**config.mk**
```make
export PLATFORM = sky130hd
export DESIGN_NAME = csi_top
export DESIGN_NICKNAME = d
export VERILOG_FILES = /design/src/rtl/csi_pkg.sv /design/src/rtl/csi_if.sv /design/src/rtl/csi_fast_mul.sv /design/src/rtl/csi_bitband.sv /design/src/rtl/csi_top.sv
export SDC_FILE = /design/constraint.sdc
export NUM_CORES = 2
export LEC_CHECK = 0
export ABC_AREA = 1
export BUFFER_PORTS_ARGS = -buffer_cell sky130_fd_sc_hd__buf_2
export CAP_MARGIN = 20
export CORE_ASPECT_RATIO = 0.5
export CORE_MARGIN = 5
export CORE_UTILIZATION = 66
export DETAILED_ROUTE_END_ITERATION = 6
export PLACE_DENSITY = 0.89
export SLEW_MARGIN = 20
export SYNTH_ARGS = -nofsm -noshare
export SYNTH_HDL_FRONTEND = slang
export SYNTH_HIERARCHICAL = 1
export SYNTH_SLANG_ARGS = --single-unit
```
**constraint.sdc**
```tcl
create_clock -name core_clk -period 13.25 [get_ports core_clk]
set_clock_uncertainty 0.2 [all_clocks]
set_input_delay 1.325 -clock core_clk [delete_from_list [all_inputs] [get_ports core_clk]]
set_output_delay 1.325 -clock core_clk [all_outputs]
set_load 0.02 [all_outputs]
```
**src/rtl/csi_pkg.sv**
```systemverilog
// constants and shared types for the core system integration block
package csi_pkg;
	localparam int CSI_NUM_IRQ = 32;
	localparam int CSI_NUM_WATCH = 2;
	localparam int CSI_NUM_BREAK = 4;
	localparam logic CSI_HALT_DEBUG = 1'b1;
	localparam logic CSI_SYSTEM_TICK_TIMER_PRESENT = 1'b1;
	localparam logic CSI_LITTLE_ENDIAN = 1'b1;

	localparam int CSI_CLK_NS = 10;
	localparam int CSI_SYSRST_NS = 80;
	localparam int CSI_SYSRST_CYC = (CSI_SYSRST_NS + CSI_CLK_NS - 1) / CSI_CLK_NS;

	localparam logic [31:0] CSI_ROM_BASE = 32'h0000_0000;
	localparam logic [31:0] CSI_RAM_BASE = 32'h2000_0000;
	localparam logic [31:0] CSI_RAM_ALIAS = 32'h2200_0000;
	localparam logic [31:0] CSI_SFR_BASE = 32'h4000_0000;
	localparam logic [31:0] CSI_SFR_ALIAS = 32'h4200_0000;
	localparam logic [31:0] CSI_CPU_BASE = 32'hE000_0000;
	localparam logic [31:0] CSI_CPU_LAST = 32'hE00F_FFFF;
	localparam logic [31:0] CSI_ALIAS_SPAN = 32'h0200_0000;

	localparam logic [31:0] CSI_ROM_SIZE_DEF = 32'h0002_0000;
	localparam logic [31:0] CSI_RAM_SIZE_DEF = 32'h0000_4000;
	localparam logic [31:0] CSI_SFR_SIZE_DEF = 32'h0010_0000;

	localparam logic [31:0] CSI_RDATA_RST = 32'h0000_0000;
	localparam logic [31:0] CSI_IRQ_RST = 32'h0000_0000;

	typedef enum logic [1:0] {
		CSI_SEL_ROM,
		CSI_SEL_RAM,
		CSI_SEL_SFR
	} csi_sel_t;

	typedef enum logic [1:0] {
		CSI_SZ_BYTE,
		CSI_SZ_HALF,
		CSI_SZ_WORD
	} csi_size_t;
endpackage

```
**src/rtl/csi_if.sv**
```systemverilog
// internal carriers between the integration top and its helpers
`timescale 1ns/100ps
`default_nettype none

interface csi_mul_if;
	logic start;
	logic [31:0] op_a;
	logic [31:0] op_b;
	logic done;
	logic [31:0] prod;
	modport mst (output start, output op_a, output op_b, input done, input prod);
	modport slv (input start, input op_a, input op_b, output done, output prod);
endinterface

interface csi_bb_if;
	logic [31:0] addr;
	logic hit;
	logic [31:0] word_addr;
	logic [4:0] bit_idx;
	modport usr (output addr, input hit, input word_addr, input bit_idx);
	modport xl (input addr, output hit, output word_addr, output bit_idx);
endinterface

`default_nettype wire

```
**src/rtl/csi_fast_mul.sv**
```systemverilog
// single-cycle multiplier keeping the low word of the product
`timescale 1ns/100ps
`default_nettype none

module csi_fast_mul
	import csi_pkg::*;
(
	input wire logic core_clk,
	input wire logic reset,
	csi_mul_if.slv m
);
	typedef struct packed {
		logic done;
		logic [31:0] prod;
	} csi_mul_state_t;

	csi_mul_state_t s_q;
	csi_mul_state_t s_d;
	logic [63:0] full;

	always_comb begin
		full = 64'(m.op_a) * 64'(m.op_b);
		s_d = s_q;
		s_d.done = m.start;
		if (m.start) begin
			s_d.prod = full[31:0];
		end
	end

	always_ff @(posedge core_clk) begin
		if (reset) begin
			s_q <= '0;
		end else begin
			s_q <= s_d;
		end
	end

	assign m.done = s_q.done;
	assign m.prod = s_q.prod;
endmodule

`default_nettype wire

```
**src/rtl/csi_bitband.sv**
```systemverilog
// bit-band alias translation for one aliased region
`timescale 1ns/100ps
`default_nettype none

module csi_bitband
	import csi_pkg::*;
#(
	parameter logic [31:0] ALIAS_BASE = CSI_RAM_ALIAS,
	parameter logic [31:0] REAL_BASE = CSI_RAM_BASE,
	parameter logic [31:0] REAL_SIZE = CSI_RAM_SIZE_DEF
) (
	csi_bb_if.xl b
);
	logic [31:0] off;
	logic [31:0] byte_off;

	always_comb begin
		off = b.addr - ALIAS_BASE;
		byte_off = {5'h00, off[31:5]};
		// each alias word stands for one bit of the real region
		b.hit = (b.addr >= ALIAS_BASE) && (off < CSI_ALIAS_SPAN) && (byte_off < REAL_SIZE);
		b.word_addr = REAL_BASE + {12'h000, off[24:7], 2'b00};
		b.bit_idx = off[6:2];
	end
endmodule

`default_nettype wire

```
**src/rtl/csi_top.sv**
```systemverilog
// processor core system integration: irq, reset request, sleep, multiplier, address decode
// Functional notes
// - exactly 32 interrupt request lines reach the core
// - fast 32x32 multiply returns only the low 32 product bits
// - system tick timer is present and may raise its exception
// - two watchpoints, four breakpoints, halting debug present
// - core raises its reset request when software sets the request bit
// - a core reset request causes the ordinary system reset
// - reset request is ignored while in low-speed mode
// - core raises a stall indicator on an unrecoverable exception
// - stall indicator is left unconnected; leave by NMI or reset
// - event lines unused; event input to core held low
// - core sleep indication on wait-for-interrupt, wait-for-event, handler exit
// - deep-sleep indication ignored; software keeps it cleared
// - ROM in code region, RAM in SRAM region, registers in peripheral region
// - bit-band aliasing over all RAM and peripheral registers
// - access to a fault region answers with a hard fault
// - core register region spans E000_0000 to E00F_FFFF
`timescale 1ns/100ps
`default_nettype none

module csi_top
	import csi_pkg::*;
#(
	parameter logic [31:0] ROM_SIZE = CSI_ROM_SIZE_DEF,
	parameter logic [31:0] RAM_SIZE = CSI_RAM_SIZE_DEF,
	parameter logic [31:0] SFR_SIZE = CSI_SFR_SIZE_DEF
) (
	input wire logic core_clk,
	input wire logic reset,
	input wire logic [CSI_NUM_IRQ-1:0] irq_src,
	output logic [CSI_NUM_IRQ-1:0] irq_to_core,
	input wire logic system_reset_request,
	input wire logic slow_mode,
	output logic sys_reset_out,
	input wire logic low_power_indicator,
	output logic low_power_out,
	output logic event_to_core,
	output logic cfg_system_tick_timer_present,
	output logic [1:0] cfg_watch_count,
	output logic [2:0] cfg_break_count,
	output logic cfg_halt_debug,
	output logic cfg_little_endian,
	input wire logic mul_start,
	input wire logic [31:0] mul_op_a,
	input wire logic [31:0] mul_op_b,
	output logic mul_done,
	output logic [31:0] mul_result,
	input wire logic bus_valid,
	input wire logic [31:0] bus_addr,
	input wire logic bus_write,
	input wire csi_size_t bus_size,
	input wire logic [31:0] bus_wdata,
	output logic bus_done,
	output logic bus_fault,
	output logic [31:0] bus_rdata,
	output logic mem_valid,
	output csi_sel_t mem_sel,
	output logic [31:0] mem_addr,
	output logic mem_write,
	output logic [3:0] mem_be,
	output logic [31:0] mem_wdata,
	input wire logic mem_ack,
	input wire logic [31:0] mem_rdata
);
	typedef enum logic [1:0] {
		CSI_ST_IDLE,
		CSI_ST_ACCESS,
		CSI_ST_BB_WRITE
	} csi_state_enum_t;

	typedef struct packed {
		csi_state_enum_t st;
		logic [CSI_NUM_IRQ-1:0] irq;
		logic sysrst;
		logic [7:0] rst_cnt;
		logic lp;
		logic evt;
		logic system_tick_timer;
		logic [1:0] watch;
		logic [2:0] brk;
		logic halt;
		logic le;
		logic done;
		logic fault;
		logic [31:0] rdata;
		logic mvalid;
		csi_sel_t msel;
		logic [31:0] maddr;
		logic mwe;
		logic [3:0] mbe;
		logic [31:0] mwdata;
		logic bb;
		logic bb_we;
		logic bb_val;
		logic [4:0] bit_idx;
		logic [1:0] lane;
		csi_size_t size;
	} csi_state_t;

	csi_state_t s_q;
	csi_state_t s_d;

	csi_mul_if mul_c ();
	csi_bb_if bb_ram ();
	csi_bb_if bb_sfr ();

	assign mul_c.start = mul_start;
	assign mul_c.op_a = mul_op_a;
	assign mul_c.op_b = mul_op_b;
	assign bb_ram.addr = bus_addr;
	assign bb_sfr.addr = bus_addr;

	csi_fast_mul u_mul (
		.core_clk(core_clk),
		.reset(reset),
		.m(mul_c.slv)
	);

	csi_bitband #(
		.ALIAS_BASE(CSI_RAM_ALIAS),
		.REAL_BASE(CSI_RAM_BASE),
		.REAL_SIZE(RAM_SIZE)
	) u_bb_ram (
		.b(bb_ram.xl)
	);

	csi_bitband #(
		.ALIAS_BASE(CSI_SFR_ALIAS),
		.REAL_BASE(CSI_SFR_BASE),
		.REAL_SIZE(SFR_SIZE)
	) u_bb_sfr (
		.b(bb_sfr.xl)
	);

	logic take;
	logic hit_rom;
	logic hit_ram;
	logic hit_sfr;
	logic hit_cpu;
	logic hit_none;
	logic [31:0] shifted;
	logic [31:0] merged;

	always_comb begin
		take = (s_q.st == CSI_ST_IDLE) && bus_valid && !s_q.done;
		hit_rom = (bus_addr - CSI_ROM_BASE) < ROM_SIZE;
		hit_ram = (bus_addr >= CSI_RAM_BASE) && ((bus_addr - CSI_RAM_BASE) < RAM_SIZE);
		hit_sfr = (bus_addr >= CSI_SFR_BASE) && ((bus_addr - CSI_SFR_BASE) < SFR_SIZE);
		hit_cpu = (bus_addr >= CSI_CPU_BASE) && (bus_addr <= CSI_CPU_LAST);
		hit_none = !(hit_rom || hit_ram || hit_sfr || hit_cpu || bb_ram.hit || bb_sfr.hit);
		shifted = mem_rdata >> {s_q.lane, 3'b000};
		merged = mem_rdata;
		merged[s_q.bit_idx] = s_q.bb_val;

		s_d = s_q;
		s_d.done = 1'b0;
		s_d.fault = 1'b0;

		s_d.irq = irq_src;
		s_d.lp = low_power_indicator;
		// deep-sleep, stall and event-out lines of the core have no port here
		s_d.evt = 1'b0;
		s_d.system_tick_timer = CSI_SYSTEM_TICK_TIMER_PRESENT;
		s_d.watch = 2'(CSI_NUM_WATCH);
		s_d.brk = 3'(CSI_NUM_BREAK);
		s_d.halt = CSI_HALT_DEBUG;
		s_d.le = CSI_LITTLE_ENDIAN;

		// reset request stretched to a full system reset pulse
		if (s_q.rst_cnt != 8'h00) begin
			s_d.rst_cnt = s_q.rst_cnt - 8'h01;
		end else if (system_reset_request && !slow_mode) begin
			s_d.rst_cnt = 8'(CSI_SYSRST_CYC);
		end
		s_d.sysrst = (s_d.rst_cnt != 8'h00);

		case (s_q.st)
			CSI_ST_IDLE: begin
				if (take) begin
					s_d.size = bus_size;
					s_d.lane = bus_addr[1:0];
					s_d.bb = 1'b0;
					if (hit_none) begin
						s_d.done = 1'b1;
						s_d.fault = 1'b1;
						s_d.rdata = CSI_RDATA_RST;
					end else if (hit_cpu) begin
						// core-private registers are served inside the core
						s_d.done = 1'b1;
						s_d.rdata = CSI_RDATA_RST;
					end else if (bb_ram.hit || bb_sfr.hit) begin
						s_d.bb = 1'b1;
						s_d.bb_we = bus_write;
						s_d.bb_val = bus_wdata[0];
						s_d.bit_idx = bb_ram.hit ? bb_ram.bit_idx : bb_sfr.bit_idx;
						s_d.maddr = bb_ram.hit ? bb_ram.word_addr : bb_sfr.word_addr;
						s_d.msel = bb_ram.hit ? CSI_SEL_RAM : CSI_SEL_SFR;
						s_d.mvalid = 1'b1;
						s_d.mwe = 1'b0;
						s_d.mbe = 4'hF;
						s_d.st = CSI_ST_ACCESS;
					end else begin
						s_d.msel = hit_rom ? CSI_SEL_ROM : (hit_ram ? CSI_SEL_RAM : CSI_SEL_SFR);
						s_d.maddr = {bus_addr[31:2], 2'b00};
						s_d.mvalid = 1'b1;
						s_d.mwe = bus_write;
						case (bus_size)
							CSI_SZ_BYTE: begin
								s_d.mbe = 4'h1 << bus_addr[1:0];
								s_d.mwdata = {4{bus_wdata[7:0]}};
							end
							CSI_SZ_HALF: begin
								s_d.mbe = bus_addr[1] ? 4'hC : 4'h3;
								s_d.mwdata = {2{bus_wdata[15:0]}};
							end
							default: begin
								s_d.mbe = 4'hF;
								s_d.mwdata = bus_wdata;
							end
						endcase
						s_d.st = CSI_ST_ACCESS;
					end
				end
			end
			CSI_ST_ACCESS: begin
				if (mem_ack) begin
					if (s_q.bb && s_q.bb_we) begin
						// read-modify-write of the target word
						s_d.mwe = 1'b1;
						s_d.mwdata = merged;
						s_d.st = CSI_ST_BB_WRITE;
					end else begin
						s_d.mvalid = 1'b0;
						s_d.done = 1'b1;
						s_d.st = CSI_ST_IDLE;
						if (s_q.bb) begin
							s_d.rdata = {31'h0000_0000, mem_rdata[s_q.bit_idx]};
						end else begin
							case (s_q.size)
								CSI_SZ_BYTE: s_d.rdata = {24'h00_0000, shifted[7:0]};
								CSI_SZ_HALF: s_d.rdata = {16'h0000, shifted[15:0]};
								default: s_d.rdata = mem_rdata;
							endcase
						end
					end
				end
			end
			CSI_ST_BB_WRITE: begin
				if (mem_ack) begin
					s_d.mvalid = 1'b0;
					s_d.done = 1'b1;
					s_d.rdata = CSI_RDATA_RST;
					s_d.st = CSI_ST_IDLE;
				end
			end
			default: begin
				s_d.st = CSI_ST_IDLE;
				s_d.mvalid = 1'b0;
			end
		endcase
	end

	always_ff @(posedge core_clk) begin
		if (reset) begin
			s_q <= '0;
			s_q.st <= CSI_ST_IDLE;
			s_q.irq <= CSI_IRQ_RST;
			s_q.rdata <= CSI_RDATA_RST;
		end else begin
			s_q <= s_d;
		end
	end

	assign irq_to_core = s_q.irq;
	assign sys_reset_out = s_q.sysrst;
	assign low_power_out = s_q.lp;
	assign event_to_core = s_q.evt;
	assign cfg_system_tick_timer_present = s_q.system_tick_timer;
	assign cfg_watch_count = s_q.watch;
	assign cfg_break_count = s_q.brk;
	assign cfg_halt_debug = s_q.halt;
	assign cfg_little_endian = s_q.le;
	assign mul_done = mul_c.done;
	assign mul_result = mul_c.prod;
	assign bus_done = s_q.done;
	assign bus_fault = s_q.fault;
	assign bus_rdata = s_q.rdata;
	assign mem_valid = s_q.mvalid;
	assign mem_sel = s_q.msel;
	assign mem_addr = s_q.maddr;
	assign mem_write = s_q.mwe;
	assign mem_be = s_q.mbe;
	assign mem_wdata = s_q.mwdata;
endmodule

`default_nettype wire

```
==> Implementation_results.wiki <==
{| class="wikitable"
! Metric !! Value
|-
| Most used DFF post-synth || sky130_fd_sc_hd__dfxtp_1
|-
| Dpl hpwl || 62700 um
|-
| Transition at the pin with the smallest max-transition slack || 1.11 ns
|-
| Layout cells sized above 1 || 0.105
|-
| RSZ-0062 raised after global routing || no
|-
| Worst hold path class || reg2reg
|-
| Minimum setup slack among reg-to-reg paths || 9.57 ns
|-
| Total of warnings raised by yosys || 6
|-
| Number of global-route vias before repair || 26400
|-
| Buffers and inverters on the worst path || 7
|-
| Sequential share of the synthesized area || 0.133
|-
| Vias per cell || 5.30
|-
| Syn avg cell area || 6.83 um2
|-
| Number of buffers created by CTS || 17
|-
| Clock tree sinks || 196
|-
| Synth area leader || sky130_fd_sc_hd__fa_1
|-
| FF-to-FF path depth || 12
|-
| TNS Setup || 0 ns
|-
| Cell type group with the largest total delay on the critical path || adder cells
|-
| DRC errors left || 3
|-
| Die width || 309 um
|-
| Full die area || 0.0494 mm2
|-
| Crit-path max cell delay || 0.63 ns
|-
| Origin of the worst setup path || mul_op_a[8]
|-
| Crit Reg-Reg Startpoint || s_q[170]
|-
| Worst setup EP type || flip-flop
|-
| Total routing usage reported by global routing || 0.330
|-
| Average detailed-routed wire length per instance || 16.5 um
|-
| CTS root buffer || sky130_fd_sc_hd__clkbuf_16
|-
| Slew Viols, Final || 0
|-
| Critical register-to-register path endpoint || mem_wdata[21]
|-
| Iteration-0 DRC Markers || 2384
|-
| H-tree levels || 4
|-
| Post-layout nets || 5093
|-
| # resized after CTS || 0
|-
| Slew HR || 0.259
|-
| Core Footprint || 0.0439 mm2
|-
| Boundary Pins || 385
|-
| Data arrival at the endpoint of the critical path || 8.20 ns
|-
| Core Rows || 54
|-
| Via count || 26300
|-
| Violated checks || DRC
|-
| Cell area after layout || 0.0306 mm2
|-
| Required time reported for the critical path endpoint || 13.41 ns
|-
| Share of synthesized registers carrying an async set or reset || 0
|-
| Capturing element of the worst setup path || u_mul/m.prod[24]
|-
| GR Overflow Total || 0
|-
| Aggregate routed wire length || 81500 um
|-
| Share of the cycle needed by the critical path after routing || 0.607
|-
| Postcts setup bufs || 0
|-
| Total of flip-flops plus latches after synthesis || 196
|-
| Critical-path cell list || buf_2 -> nand2_1 -> fa_1 -> inv_1 -> fa_1 -> fa_1 -> inv_1 -> fa_1 -> inv_1 -> fa_1 -> fa_1 -> fa_1 -> inv_1 -> fa_1 -> inv_1 -> ha_1 -> a21oi_1 -> o21ai_0 -> a21oi_1 -> nand3_1 -> a21o_1 -> xor2_1 -> o21ai_1 -> inv_1
|-
| Post-CTS Hold Fix Bufs || 0
|-
| Number of maximum-capacitance constraint violations || 0
|-
| Placed Instance Area || 0.0299 mm2
|-
| Result of the run || finished with violations
|-
| Main area contributors after synthesis || sky130_fd_sc_hd__fa_1 28%, sky130_fd_sc_hd__inv_1 14%, sky130_fd_sc_hd__dfxtp_1 13%, sky130_fd_sc_hd__nand2_1 13%, sky130_fd_sc_hd__buf_4 5.6%
|-
| Relative area change from synthesis to final layout || 3.35%
|-
| Synth Cell Area || 0.0296 mm2
|-
| Final weighted congestion in routability-driven placement || 0.966
|-
| Maximum clock path buffer count || 2
|-
| Master of the slowest instance on the critical path || sky130_fd_sc_hd__fa_1
|-
| Path type of the worst setup path || in2reg
|-
| Fraction of post-synthesis cell area in the top cell type by area || 0.276
|-
| Top fanout value on the critical path || 24
|-
| Die Y-Extent || 160 um
|-
| Clock transition time at the flip-flop clock pins of the worst setup and hold paths || 0.09 ns
|-
| Min Tclk post-route || 8.04 ns
|-
| Count of flip-flops with a built-in enable after synthesis || 0
|-
| Final hold viol count || 0
|-
| Setup violations, final || 0
|-
| Gate count after technology mapping || 4329
|-
| Clock latency reported for the late side of the worst-skew pair || 0.47 ns
|-
| Number of library cell types mapped by synthesis || 51
|-
| Fin cells || 4955
|-
| First-pass GRT wire length || 133000 um
|-
| Pre-antenna DRT Iters || 7
|-
| Worst hold path cell count || 2
|-
| TritonCTS clock tree || done
|-
| Launching element type of the critical path || input port
|-
| Maximum number of pins on one net before global-route repair || 112
|-
| Depth of the critical timing path with buffers and inverters included || 24
|-
| Placed cell count || 4918
|-
| Most used cell along the critical path || sky130_fd_sc_hd__fa_1
|-
| Number of nets still failing antenna checks after routing || 0
|-
| Buffers on Ports || 380
|-
| Fmax || 124 MHz
|-
| Initial core utilization || 0.673
|-
| Number of antenna violations at the first check in global routing || 9
|}
metrics by stage:
stage	util	setup WS (ns)	hold slack [ns]
final	0.696	5.21	0.273
after global routing	0.696	4.88	0.295
after CTS	0.695	5.30	0.272
after detailed placement	0.681	4.83	0.258
after global placement	0.681	4.94	0.246
after floorplan	-	5.35	0.240
cells in the final DEF, fill, tap and decap left out, drive strengths merged, types with 24 or more instances in the layout:
| cell type | Yosys | final |
|---|---|---|
| fa | 408 | 408 |
| xor2 | 24 | 24 |
| nand4 | 38 | 38 |
| o21ai | 158 | 158 |
| nand3 | 144 | 144 |
| o211ai | 32 | 32 |
| dfxtp | 196 | 196 |
| nor3 | 27 | 27 |
| conb | 5 | 32 |
| a21oi | 127 | 127 |
| nor2 | 368 | 368 |
| ha | 133 | 133 |
| buf | 283 | 391 |
| nand2 | 1035 | 1035 |
| inv | 1117 | 1122 |
cells in the mapped netlist, types with 6 or more instances:
library cell / count
sky130_fd_sc_hd__nand4_1: 38
sky130_fd_sc_hd__a221oi_1: 9
sky130_fd_sc_hd__o21ai_0: 139
sky130_fd_sc_hd__a22oi_1: 9
sky130_fd_sc_hd__nand3_1: 141
sky130_fd_sc_hd__nand2_2: 6
sky130_fd_sc_hd__fa_1: 408
sky130_fd_sc_hd__buf_1: 21
sky130_fd_sc_hd__a21oi_1: 124
sky130_fd_sc_hd__xnor2_1: 13
sky130_fd_sc_hd__nor3_1: 27
sky130_fd_sc_hd__inv_2: 6
sky130_fd_sc_hd__o21ai_1: 14
sky130_fd_sc_hd__ha_1: 133
sky130_fd_sc_hd__a22o_1: 6
sky130_fd_sc_hd__buf_2: 37
sky130_fd_sc_hd__clkinv_1: 7
sky130_fd_sc_hd__o211ai_1: 31
sky130_fd_sc_hd__a211oi_1: 6
sky130_fd_sc_hd__xor2_1: 24
sky130_fd_sc_hd__clkbuf_1: 134
sky130_fd_sc_hd__o311ai_0: 14
sky130_fd_sc_hd__nand3b_1: 6
sky130_fd_sc_hd__nor2_1: 362
sky130_fd_sc_hd__buf_4: 222
sky130_fd_sc_hd__nand2_1: 1028
sky130_fd_sc_hd__dfxtp_1: 196
sky130_fd_sc_hd__inv_1: 1111
worst min-delay path by stage:
stage | from | end
floorplan | mem_sel[1] | mem_sel[1]
global placement | mem_sel[0] | mem_sel[0]
detailed placement | mem_addr[0] | mem_addr[0]
CTS | mem_valid | mem_valid
global route | mem_addr[0] | mem_addr[0]
finish | mem_valid | mem_valid
worst reg2reg max path, cell delays in order (launching register included):
cell and delay [ns]:
sky130_fd_sc_hd__dfxtp_1 0.39, sky130_fd_sc_hd__inv_1 0.10, sky130_fd_sc_hd__ha_1 0.18, sky130_fd_sc_hd__buf_4 0.28
sky130_fd_sc_hd__inv_2 0.50, sky130_fd_sc_hd__nor2_1 0.14, sky130_fd_sc_hd__a21oi_1 0.14, sky130_fd_sc_hd__nand2_1 0.10
sky130_fd_sc_hd__nor2_4 0.59, sky130_fd_sc_hd__nand2_2 0.57, sky130_fd_sc_hd__nand2_1 0.22, sky130_fd_sc_hd__nand2_1 0.07
sky130_fd_sc_hd__nor2_1 0.13
sequential cells by signal (all words and copies together), names as in the netlist, 2 cells and up:
name          count
s_q              22
mem_be            4
mem_sel           2
bus_rdata        32
u_mul/m.prod     32
mem_addr         32
mem_wdata        32
irq_to_core      32
cells by family (layout without fill, tap and decap cells):
kind of cell | Yosys count | count (layout) | synth area share
xor gates and xnor gates | 37 | 37 | 0.0110
buffers and inverters | 1541 | 1547 | 0.226
DFF | 196 | 196 | 0.133
other | 5 | 37 | 0.000635
AOI/OAI and AO/OA | 386 | 386 | 0.0767
and+or+nand+nor | 1623 | 1623 | 0.220
adders and majority gates | 541 | 541 | 0.333
metal layers:
layer	wire [um]	track usage
met1	31900	0.431
met2	38500	0.543
met3	8060	0.0740
met4	3120	0.124
met5	42	0
layout make-up:
cell class,count,area [um2]
fill,3626,13400
multi-input combinational,2619,19100
sequential,196,3920
clock inverter,15,184
timing repair buffer,391,1990
antenna,5,12.5
clock buffer,17,425
inverter,1124,4220
tap,588,736
Power is left out: the tool's default activity adds up to more than one toggle a clock period on the data nets, which glitch-free logic cannot reach.
